===== src/hdl/cifs_pkg.sv =====
// Package for the charger input and fault status register bank.
// Assumes a 32-bit APB master and on-chip monitors driving condition levels.
package cifs_pkg;
  // Register indices; each register takes one aligned word, so its byte address is index * 4.
  localparam logic [7:0] CIFS_IDX_CHG_STATE = 8'h02;
  localparam logic [7:0] CIFS_IDX_THM_STATE = 8'h03;
  localparam logic [7:0] CIFS_IDX_IRQ_STATUS = 8'h10;
  localparam logic [7:0] CIFS_IDX_IRQ_MASK = 8'h11;
  localparam logic [9:0] CIFS_ADDR_CHG_STATE = {CIFS_IDX_CHG_STATE, 2'b00};
  localparam logic [9:0] CIFS_ADDR_THM_STATE = {CIFS_IDX_THM_STATE, 2'b00};
  localparam logic [9:0] CIFS_ADDR_IRQ_STATUS = {CIFS_IDX_IRQ_STATUS, 2'b00};
  localparam logic [9:0] CIFS_ADDR_IRQ_MASK = {CIFS_IDX_IRQ_MASK, 2'b00};
  // Field positions in the charger input state register.
  localparam int CIFS_B_INPUT_CURRENT_LIMITING = 5;
  localparam int CIFS_B_OVP = 4;
  localparam int CIFS_B_VALID = 3;
  localparam int CIFS_B_TP_SD = 2;
  localparam int CIFS_B_TP_RED = 1;
  localparam int CIFS_B_TMO = 0;
  // Field positions in the thermal and undervoltage state register.
  localparam int CIFS_B_LIM_OT = 7;
  localparam int CIFS_B_REG_OT = 5;
  localparam int CIFS_B_LDO2_UV = 4;
  localparam int CIFS_B_LDO1_UV = 3;
  // Reset values.
  localparam logic [7:0] CIFS_RST_STATE = 8'h00;
  localparam logic [9:0] CIFS_RST_IRQ = 10'h000;
  // Monitor condition levels.
  typedef struct packed {
    logic input_current_limiting;
    logic input_overvoltage_flag;
    logic input_supply_valid;
    logic temp_profile_charge_shutdown;
    logic temp_profile_charge_reduction;
    logic charge_timeout_flag;
    logic limiter_charger_overtemp;
    logic ldo1_overtemp;
    logic ldo2_overtemp;
    logic lsw1_overtemp;
    logic lsw2_overtemp;
    logic second_linear_reg_lockout;
    logic first_linear_reg_lockout;
  } cifs_mon_t;
endpackage : cifs_pkg


===== src/hdl/cifs_regs.sv =====
// Charger input and fault status register bank with APB slave and interrupt.
// Assumes monitor levels synchronous to pclk; APB master per the AMBA APB protocol.
`timescale 1ns/100ps
module cifs_regs (
  // Clock and reset.
  input wire logic pclk,
  input wire logic presetn,
  // APB slave.
  input wire logic psel,
  input wire logic penable,
  input wire logic pwrite,
  input wire logic [11:0] paddr,
  input wire logic [31:0] pwdata,
  input wire logic [3:0] pstrb,
  output logic [31:0] prdata,
  output logic pready,
  output logic pslverr,
  // Monitor conditions.
  input wire cifs_pkg::cifs_mon_t mon,
  // Interrupt.
  output logic irq
);

  // Selection of the state register fields, registered below.
  logic [7:0] chg_state_q;
  logic [7:0] chg_state_d;
  logic [7:0] thm_state_q;
  logic [7:0] thm_state_d;
  // Sticky event status and mask, one bit per state field.
  logic [9:0] irq_status_q;
  logic [9:0] irq_status_d;
  logic [9:0] irq_mask_q;
  logic [9:0] irq_mask_d;
  logic [31:0] prdata_q;
  logic [31:0] prdata_d;
  // Input qualification: overvoltage/valid pair equals 01.
  wire input_ok = !mon.input_overvoltage_flag && mon.input_supply_valid;
  // Regulator and switch thermal shutdowns gathered into one flag.
  wire reg_ot = mon.ldo1_overtemp | mon.ldo2_overtemp |
                mon.lsw1_overtemp | mon.lsw2_overtemp;

  // Build the charger input state byte; qualified flags read 0 without valid input.
  always_comb
  begin
    chg_state_d = cifs_pkg::CIFS_RST_STATE;
    chg_state_d[cifs_pkg::CIFS_B_INPUT_CURRENT_LIMITING] = mon.input_current_limiting & input_ok;
    chg_state_d[cifs_pkg::CIFS_B_OVP] = mon.input_overvoltage_flag;
    chg_state_d[cifs_pkg::CIFS_B_VALID] = mon.input_supply_valid;
    chg_state_d[cifs_pkg::CIFS_B_TP_SD] = mon.temp_profile_charge_shutdown & input_ok;
    chg_state_d[cifs_pkg::CIFS_B_TP_RED] = mon.temp_profile_charge_reduction & input_ok;
    chg_state_d[cifs_pkg::CIFS_B_TMO] = mon.charge_timeout_flag & input_ok;
  end

  // Build the thermal and undervoltage state byte.
  always_comb
  begin
    thm_state_d = cifs_pkg::CIFS_RST_STATE;
    thm_state_d[cifs_pkg::CIFS_B_LIM_OT] = mon.limiter_charger_overtemp;
    thm_state_d[cifs_pkg::CIFS_B_REG_OT] = reg_ot;
    thm_state_d[cifs_pkg::CIFS_B_LDO2_UV] = mon.second_linear_reg_lockout;
    thm_state_d[cifs_pkg::CIFS_B_LDO1_UV] = mon.first_linear_reg_lockout;
  end

  // APB decode; the slave always answers in the first access cycle.
  wire acc = psel && penable;
  wire wr = acc && pwrite;
  // Selects include the upper address bits so an unmapped alias can never write a register.
  wire page0 = paddr[11:10] == 2'b00;
  wire sel_chg = page0 && (paddr[9:0] == cifs_pkg::CIFS_ADDR_CHG_STATE);
  wire sel_thm = page0 && (paddr[9:0] == cifs_pkg::CIFS_ADDR_THM_STATE);
  wire sel_sts = page0 && (paddr[9:0] == cifs_pkg::CIFS_ADDR_IRQ_STATUS);
  wire sel_msk = page0 && (paddr[9:0] == cifs_pkg::CIFS_ADDR_IRQ_MASK);
  wire hit = sel_chg || sel_thm || sel_sts || sel_msk;
  wire lo_wr = wr && pstrb[0];
  wire hi_wr = wr && pstrb[1];
  // Rising edges of state fields become events; all ten fields packed together.
  wire [9:0] fields = {chg_state_q[5:0], thm_state_q[7], thm_state_q[5:3]};
  wire [9:0] fields_n = {chg_state_d[5:0], thm_state_d[7], thm_state_d[5:3]};
  wire [9:0] rise = fields_n & ~fields;
  wire [9:0] w1c = {(hi_wr ? pwdata[9:8] : 2'b00), (lo_wr ? pwdata[7:0] : 8'h00)};
  assign pready = 1'b1;
  assign pslverr = acc && !hit;

  // Status: set wins over a write-one clear in the same cycle.
  assign irq_status_d = rise | (irq_status_q & ~((wr && sel_sts) ? w1c : 10'h000));
  // Mask writes; state registers ignore writes entirely.
  always_comb
  begin
    irq_mask_d = irq_mask_q;
    if (wr && sel_msk)
    begin
      if (pstrb[0]) irq_mask_d[7:0] = pwdata[7:0];
      if (pstrb[1]) irq_mask_d[9:8] = pwdata[9:8];
    end
  end

  // Read data mux; unused bits read zero.
  always_comb
  begin
    prdata_d = prdata_q;
    if (psel && !penable && !pwrite)
    begin
      prdata_d = 32'h0000_0000;
      if (sel_chg) prdata_d[7:0] = chg_state_d;
      if (sel_thm) prdata_d[7:0] = thm_state_d;
      if (sel_sts) prdata_d[9:0] = irq_status_d;
      if (sel_msk) prdata_d[9:0] = irq_mask_d;
      if (paddr[11:10] != 2'b00) prdata_d = 32'h0000_0000;
    end
  end
  assign prdata = prdata_q;

  // State registers track the monitors every cycle.
  always_ff @(posedge pclk or negedge presetn)
  begin
    if (!presetn)
    begin
      chg_state_q <= cifs_pkg::CIFS_RST_STATE;
      thm_state_q <= cifs_pkg::CIFS_RST_STATE;
      irq_status_q <= cifs_pkg::CIFS_RST_IRQ;
      irq_mask_q <= cifs_pkg::CIFS_RST_IRQ;
      prdata_q <= 32'h0000_0000;
    end
    else
    begin
      chg_state_q <= chg_state_d;
      thm_state_q <= thm_state_d;
      irq_status_q <= irq_status_d;
      irq_mask_q <= irq_mask_d;
      prdata_q <= prdata_d;
    end
  end

  // Interrupt is a level while any unmasked status bit is set.
  always_ff @(posedge pclk or negedge presetn)
  begin
    if (!presetn) irq <= 1'b0;
    else irq <= |(irq_status_d & irq_mask_d);
  end
endmodule : cifs_regs


===== config.mk =====
export PLATFORM = sky130hd
export DESIGN_NAME = cifs_regs
export DESIGN_NICKNAME = d
export VERILOG_FILES = /design/src/hdl/cifs_pkg.sv /design/src/hdl/cifs_regs.sv
export SDC_FILE = /design/constraint.sdc
export NUM_CORES = 1
export LEC_CHECK = 0
export ABC_AREA = 0
export BUFFER_PORTS_ARGS = -buffer_cell sky130_fd_sc_hd__clkbuf_2
export CORE_MARGIN = 1.5
export CORE_UTILIZATION = 47
export DETAILED_ROUTE_END_ITERATION = 6
export GPL_TIMING_DRIVEN = 0
export HOLD_SLACK_MARGIN = 0.02
export PLACE_DENSITY = 0.8
export SYNTH_ARGS = -nofsm -noshare
export SYNTH_HDL_FRONTEND = slang
export SYNTH_SLANG_ARGS = --single-unit

===== constraint.sdc =====
create_clock -name pclk -period 1.93 [get_ports pclk]
set_clock_uncertainty 0.2 [all_clocks]
set_input_delay 0.193 -clock pclk [delete_from_list [all_inputs] [get_ports pclk]]
set_output_delay 0.193 -clock pclk [all_outputs]
set_load 0.1 [all_outputs]

==> flow_summary_export.csv, run 1 <==
group,metric,value,unit
status,outcome,"finished, violations left",
status,failed_checks,"negative setup slack",
synthesis,synth-seq-area-share,45.10,%
setup_path,worstPathCellList,"nor4bb_1, or3b_2, mux2i_1, nor3_1, nor3_1, nand3_1",
global_routing,antenna_found_initial,0,
placement,place_area,0.002699,sq mm
setup_path,cpPeakStageDelay,660,ps
run,max_cap_violations,0,
setup_path,critPathSlowestCell,"nor4bb_1",
global_routing,grt_start_max_net_pins,42,
setup_path,crit_top_cell,"nor3_1",
floorplanning,start_util,48.48,%
route,route.detailed.drc,0,
global_routing,use_met3,4.696,%
clock_network,path_clk_slew,80,ps
floorplanning,fp.dieW,72.57,um
synthesis,async_reset_ff_share,100.0,%
clock_network,cts.sinks,41,
global_routing,use_met1,32.79,%
floorplanning,fp.dieArea,0.005266,sq mm
setup_path,cp.arrival,2040,ps
timing,holdWs,67.66,ps
synthesis,synth.avg_cell_area,9.763,sq um
route,wl,6.002,mm
power_and_ir_drop,power,2.022,mW
finish,nets,413,
clock_network,cts_made_buffers,5,
clock_network,cts_root_buffer,"clkbuf_8",
route,vias,2159,
min_path,hp-class,"input port to register",
finish,final_cell_mix,"clkbuf_2 (51), dfrtp_1 (41), buf_4 (35), nand2_1 (28), conb_1 (23)",
placement,finalWeightedCongestion,0.8932,
setup_path,startpoint,"chg_state_q[1]$_DFF_PN0_",
route,routedWlPerCell,14.93,um
setup_path,cp_num_buf_inv,0,
placement,dp_cells,361,
setup_path,worst_setup_path_start_kind,"register",
route,drtIter0Drc,163,
timing,worstMarginPinSlew,1015,ps
setup_path,crit_type,"register to register",
timing,hold_viol,0,
global_routing,overflow,0,
timing,rsz0062_at_grt,"true",
clock_network,cts_buffer_depth,2,
floorplanning,io_pins,101,
global_routing,grt_use_total,24.13,%
finish,diodes,0,
finish,fin_util,68.19,%
timing,period_share,104.5,%
synthesis,synthCells,233,
timing,setup_viol,4,
finish,final_cells,402,
placement,portBuffers,53,
timing,min_period,2017,ps
route,antenna_left,0,
synthesis,ys_warn_count,0,
synthesis,netlist_area,0.002275,sq mm
finish,final_area,0.003199,sq mm
floorplanning,dieHeight,72.57,um
global_routing,use_met2,38.02,%
power_and_ir_drop,ir_worst_vdd,336.2,uV
finish,drive_gt1_share,36.49,%
finish,fillers,369,
clock_network,insertion_delay,300,ps
placement,place_hpwl,4.143,mm
finish,areaGrowthSynthToFinish,40.65,%
synthesis,synth_cell_type_count,52,
timing,timing.fmax,495.8,MHz
min_path,hp-start,"mon[10]",
global_routing,grt_pass1_wl,9.729,mm
route,drtPass1Iterations,4,
power_and_ir_drop,p_per_area,631.9,mW/mm^2
floorplanning,coreArea,0.004692,sq mm
timing,slew_headroom,32.36,%
synthesis,synth_seq_cells,41,
clock_network,htree_num_levels,2,
setup_path,worstPathRequired,1960,ps
setup_path,cp_max_fo,3,
timing,setup_ws,-87.02,ps
finish,final_common_cell,"clkbuf_2",
route,viasPerCell,5.371,
setup_path,crit_path_end_kind,"register",
setup_path,r2r-start,"chg_state_q[1]$_DFF_PN0_",
synthesis,synthFlopType,"dfrtp_1",
timing,report.final.slew_viol_count,0,
floorplanning,core.rowCount,25,
clock_network,cts_tree,"done",
synthesis,synth_edf_count,0,
global_routing,grt.busiest_layer,"met2",
power_and_ir_drop,power.leakage,1.571,nW
setup_path,cp_top_family,"simple AND/OR/NAND/NOR gates",
global_routing,grt_pass1_vias,2065,
cell usage after synthesis, types with 2 or more instances:
| cell | count | area [sq um] |
|---|---|---|
| buf_4 | 23 | 172.7 |
| a21o_1 | 4 | 30.03 |
| clkbuf_1 | 2 | 7.510 |
| and3_1 | 3 | 18.77 |
| and2_1 | 2 | 12.51 |
| a221o_2 | 2 | 22.52 |
| o22ai_1 | 2 | 12.51 |
| or2_2 | 2 | 12.51 |
| nand2_1 | 28 | 105.1 |
| a22oi_1 | 6 | 45.04 |
| mux2_2 | 7 | 78.83 |
| inv_1 | 9 | 33.78 |
| a22o_1 | 2 | 17.52 |
| nand4_1 | 5 | 31.28 |
| o21ai_0 | 18 | 90.09 |
| and4_2 | 2 | 20.02 |
| a31oi_1 | 2 | 12.51 |
| mux2i_1 | 5 | 50.05 |
| nand3_1 | 13 | 65.06 |
| conb_1 | 2 | 7.510 |
| nor3_1 | 8 | 40.04 |
| nor2_1 | 3 | 11.26 |
| a222oi_1 | 4 | 40.04 |
| o31ai_1 | 2 | 15.01 |
| and4_1 | 3 | 26.28 |
| dfrtp_1 | 41 | 1026 |
| or3b_2 | 2 | 17.52 |
| nand2b_1 | 5 | 31.28 |
| nor2b_1 | 3 | 18.77 |
logic make-up (layout without fill, tap and decap cells):
logic type	after synthesis	count (layout)	synth area share, %
buffers and inverters	38	132	10.51
flip-flops	41	41	45.10
AND/OR/NAND/NOR	92	92	23.65
multiplexers	12	12	5.666
other	2	23	0.3302
AO/OA/AOI/OAI	48	48	14.74
path summary, 6_finish.rpt:
| check | end | slack (ps) | cells past startpoint |
|---|---|---|---|
| max | irq$_DFF_PN0_ | -90 | 6 |
| max reg2reg | irq$_DFF_PN0_ | -90 | 6 |
| min reg2reg | prdata[9]$_DFFE_PN0P_ | 290 | 2 |
| min in group asynchronous | irq_status_q[5]$_DFF_PN0_ | 410 | 2 |
| max in group asynchronous | irq_mask_q[3]$_DFF_PN0_ | 500 | 2 |
| min | chg_state_q[2]$_DFF_PN0_ | 70 | 3 |
through the flow:
stage          setup slack, ps  setup TNS [ps]
5_1_grt                 -139.4          -693.6
6_report                -87.02          -185.5
3_5_place_dp            -711.8           -5403
2_1_floorplan           -137.1          -458.3
3_3_place_gp            -657.2           -4181
4_1_cts                 -44.85          -78.74
sequential cells by signal (all words and copies together) (netlist names):
name          count
chg_state_q       6
thm_state_q       4
irq_status_q     10
prdata           10
irq               1
irq_mask_q       10
cell type report:
| class | count | area [sq um] | share of cell area (%) |
|---|---|---|---|
| Multi-Input combinational cell | 175 | 1162 | 36.33 |
| Clock buffer | 7 | 86.33 | 2.698 |
| Clock inverter | 1 | 30.03 | 0.9386 |
| Tap cell | 54 | 67.56 | 2.112 |
| Inverter | 10 | 37.54 | 1.173 |
| Sequential cell | 41 | 1026 | 32.07 |
| Buffer | 28 | 201.4 | 6.296 |
| Timing Repair Buffer | 86 | 588.1 | 18.38 |
where the power goes:
part | internal, mW | switching, mW | leakage, nW
combinational | 0.121 | 0.310 | 1.01
clock | 0.422 | 0.299 | 0.0585
sequential | 0.868 | 0.00232 | 0.502
worst min-delay path, delay by kind of cell:
kind | cells | cell delay [ps]
AND/OR/NAND/NOR | 1 | 120
buffers and inverters | 2 | 210
layer usage:
| layer | wire length, um | up-vias | part of all wire [%] |
|---|---|---|---|
| met5 | 0 | - | 0 |
| met4 | 159 | 0 | 2.6 |
| met3 | 445 | 17 | 7.4 |
| met2 | 2838 | 105 | 47 |
| met1 | 2558 | 1002 | 43 |
| li1 | - | 1035 | - |
repair_timing:
| item | 4_1_cts | 5_1_grt |
|---|---|---|
| hold endpoints to repair | 60 | 0 |
| hold buffers | 20 | 0 |
| buffers inserted | 9 | 4 |
| resized for setup | 10 | 15 |
| pin swaps | 9 | 10 |
| endpoints found under the setup margin | 11 | 11 |
Power figures use the tool's default switching activity.
==> run 2: changes to the inputs <==
--- a/config.mk
+++ b/config.mk
@@ -7,6 +7,7 @@
 export LEC_CHECK = 0
 export ABC_AREA = 0
 export BUFFER_PORTS_ARGS = -buffer_cell sky130_fd_sc_hd__clkbuf_2
+export CORE_ASPECT_RATIO = 1.75
 export CORE_MARGIN = 1.5
 export CORE_UTILIZATION = 47
 export DETAILED_ROUTE_END_ITERATION = 6
==> run 2 against run 1 <==
Non-clock buffer count fell by 5. Via count increased by 1.1%. Sequential share of layout area increased by 0.51 points. Sequential power about the same. The flow still finishes with violations (negative setup slack). Combinational power hardly changed. Sequential cell count is the same. Highest routed layer unchanged. Routed wire length increased by 1.7%. Utilization decreased by 0.69 points. First-iteration DRC count fell by 41%.
==> flow_summary_export.csv, run 2 (synthesis gave the netlist of run 1 again) <==
group,metric,value,unit
timing,report.final.slew_viol_count,0,
setup_path,crit_path_end_kind,"register",
global_routing,grt_pass1_wl,10.02,mm
global_routing,grt.busiest_layer,"met2",
clock_network,cts_made_buffers,5,
placement,dp_cells,359,
finish,fin_util,67.50,%
setup_path,cp_top_family,"simple AND/OR/NAND/NOR gates",
route,drtPass1Iterations,5,
placement,place_area,0.002696,sq mm
finish,final_cell_mix,"clkbuf_2 (49), dfrtp_1 (41), buf_4 (31), nand2_1 (28), conb_1 (23)",
clock_network,cts_tree,"done",
timing,holdWs,28.03,ps
timing,setup_ws,-127.8,ps
setup_path,worst_setup_path_start_kind,"input port",
route,viasPerCell,5.524,
timing,finalSetupTns,-463.9,ps
setup_path,worstPathCellList,"buf_6, nor4_4, buf_4, nand4_1, nor2_4, mux2_4, a222oi_1, o21ai_1",
setup_path,cpPeakStageDelay,400,ps
power_and_ir_drop,seq_power_share,43.1,%
floorplanning,fp.dieArea,0.005283,sq mm
finish,fillers,353,
route,route.detailed.drc,0,
run,max_cap_violations,0,
clock_network,cts.sinks,41,
finish,seqCellArea,0.001026,sq mm
clock_network,path_clk_slew,80,ps
timing,slew_headroom,32.20,%
min_path,hp-class,"input port to register",
clock_network,cts_root_buffer,"clkbuf_8",
setup_path,crit_type,"input port to register",
global_routing,grt_use_total,24.64,%
finish,final_area,0.003149,sq mm
power_and_ir_drop,power.leakage,1.545,nW
finish,drive_gt1_share,35.86,%
timing,timing.fmax,486.0,MHz
floorplanning,io_pins,101,
finish,nets,408,
route,drtIter0Drc,96,
setup_path,cp_num_cells,8,
placement,portBuffers,53,
global_routing,overflow,0,
setup_path,critPathSlowestCell,"a222oi_1",
global_routing,grt_start_max_net_pins,42,
clock_network,cts_buffer_depth,2,
finish,multiInputGateArea,0.001150,sq mm
placement,place_hpwl,4.494,mm
finish,final_common_cell,"clkbuf_2",
route,wl,6.106,mm
timing,setup_viol,6,
placement,pre_cts_ws,-700.8,ps
setup_path,cp.arrival,2030,ps
floorplanning,core.rowCount,33,
clock_network,insertion_delay,290,ps
finish,final_cells,395,
timing,hold_viol,0,
global_routing,antenna_found_initial,0,
route,antenna_left,0,
floorplanning,dieHeight,95.03,um
setup_path,worstPathRequired,1900,ps
status,outcome,"finished, violations left",
timing,min_period,2058,ps
floorplanning,fp.dieW,55.59,um
timing,worstMarginPinSlew,1017,ps
status,failed_checks,"negative setup slack",
floorplanning,coreArea,0.004666,sq mm
route,vias,2182,
floorplanning,start_util,48.75,%
power_and_ir_drop,ir_worst_vdd,843.0,uV
min_path,hold_depth,2,
power_and_ir_drop,clkPwrFrac,35.5,%
placement,finalWeightedCongestion,0.8692,
power_and_ir_drop,p_int,1.411,mW
finish,diodes,0,
power_and_ir_drop,pwr-share-comb,21.3,%
route,routedWlPerCell,15.46,um
setup_path,cp_num_buf_inv,2,
global_routing,use_met1,26.35,%
global_routing,use_met2,47.72,%
power_and_ir_drop,sw_frac_of_total,30.13,%
power_and_ir_drop,p_sw,0.6083,mW
power_and_ir_drop,power,2.019,mW
setup_path,cp_max_fo,8,
global_routing,use_met3,3.121,%
global_routing,grt_pass1_vias,2141,
finish,areaGrowthSynthToFinish,38.45,%
setup_path,reg2reg_depth,6,
clock_network,htree_num_levels,2,
power_and_ir_drop,p_per_area,641.0,mW/mm^2
timing,period_share,106.6,%
timing,rsz0062_at_grt,"true",
-- run 2: changes by cell type in the layout (fill, tap and decap cells not counted), moves of 2 or more --
cell	before	now
buf_4	35	31
clkbuf_2	51	49
o21ai_0	11	13
o21ai_1	7	5
-- run 2: repair_timing --
| action | in CTS | in global routing |
|---|---|---|
| setup buffers | 6 | 2 |
| resized for setup | 12 | 12 |
| endpoints found under the hold margin | 60 | 0 |
| endpoints found under the setup margin | 8 | 10 |
| pin swaps | 6 | 16 |
| gates cloned | 0 | 0 |
| hold buffers | 20 | 0 |
-- run 2: area by class of cell --
class	instances	share of cell area (%)
multi-input combinational	175	36.51
tap	52	2.066
inverter	10	1.192
clock inverter	1	0.9535
buffer	28	6.476
sequential	41	32.58
clock buffer	7	2.741
timing repair buffer	81	17.48
-- run 2: final timing paths --
| path | slack, ps | start | endpoint |
|---|---|---|---|
| worst max-delay path | -130 | paddr[8] | prdata[1]$_DFFE_PN0P_ |
| worst min-delay path | 30 | pwdata[6] | irq_mask_q[6]$_DFF_PN0_ |
| worst max register to register | -40 | chg_state_q[1]$_DFF_PN0_ | irq$_DFF_PN0_ |
| worst min register to register | 280 | prdata[9]$_DFFE_PN0P_ | prdata[9]$_DFFE_PN0P_ |
| max in group asynchronous | 500 | presetn | irq_mask_q[3]$_DFF_PN0_ |
| min in group asynchronous | 400 | presetn | irq$_DFF_PN0_ |
-- run 2: power by group through the flow --
stage / registers (mW) / clock network (mW) / logic, mW
finish: 0.871 / 0.717 / 0.430
global route: 0.872 / 0.755 / 0.455
CTS: 0.871 / 0.719 / 0.425
detailed placement: 0.888 / 0 / 0.385
global placement: 0.887 / 0 / 0.382
floorplan: 0.888 / 0 / 0.292
-- run 2: routing by layer --
metal / up-vias / share of wire [%]
li1: 1023 / -
met2: 110 / 54
met4: 0 / 4.4
met3: 23 / 5.8
met5: - / 0
met1: 1026 / 36
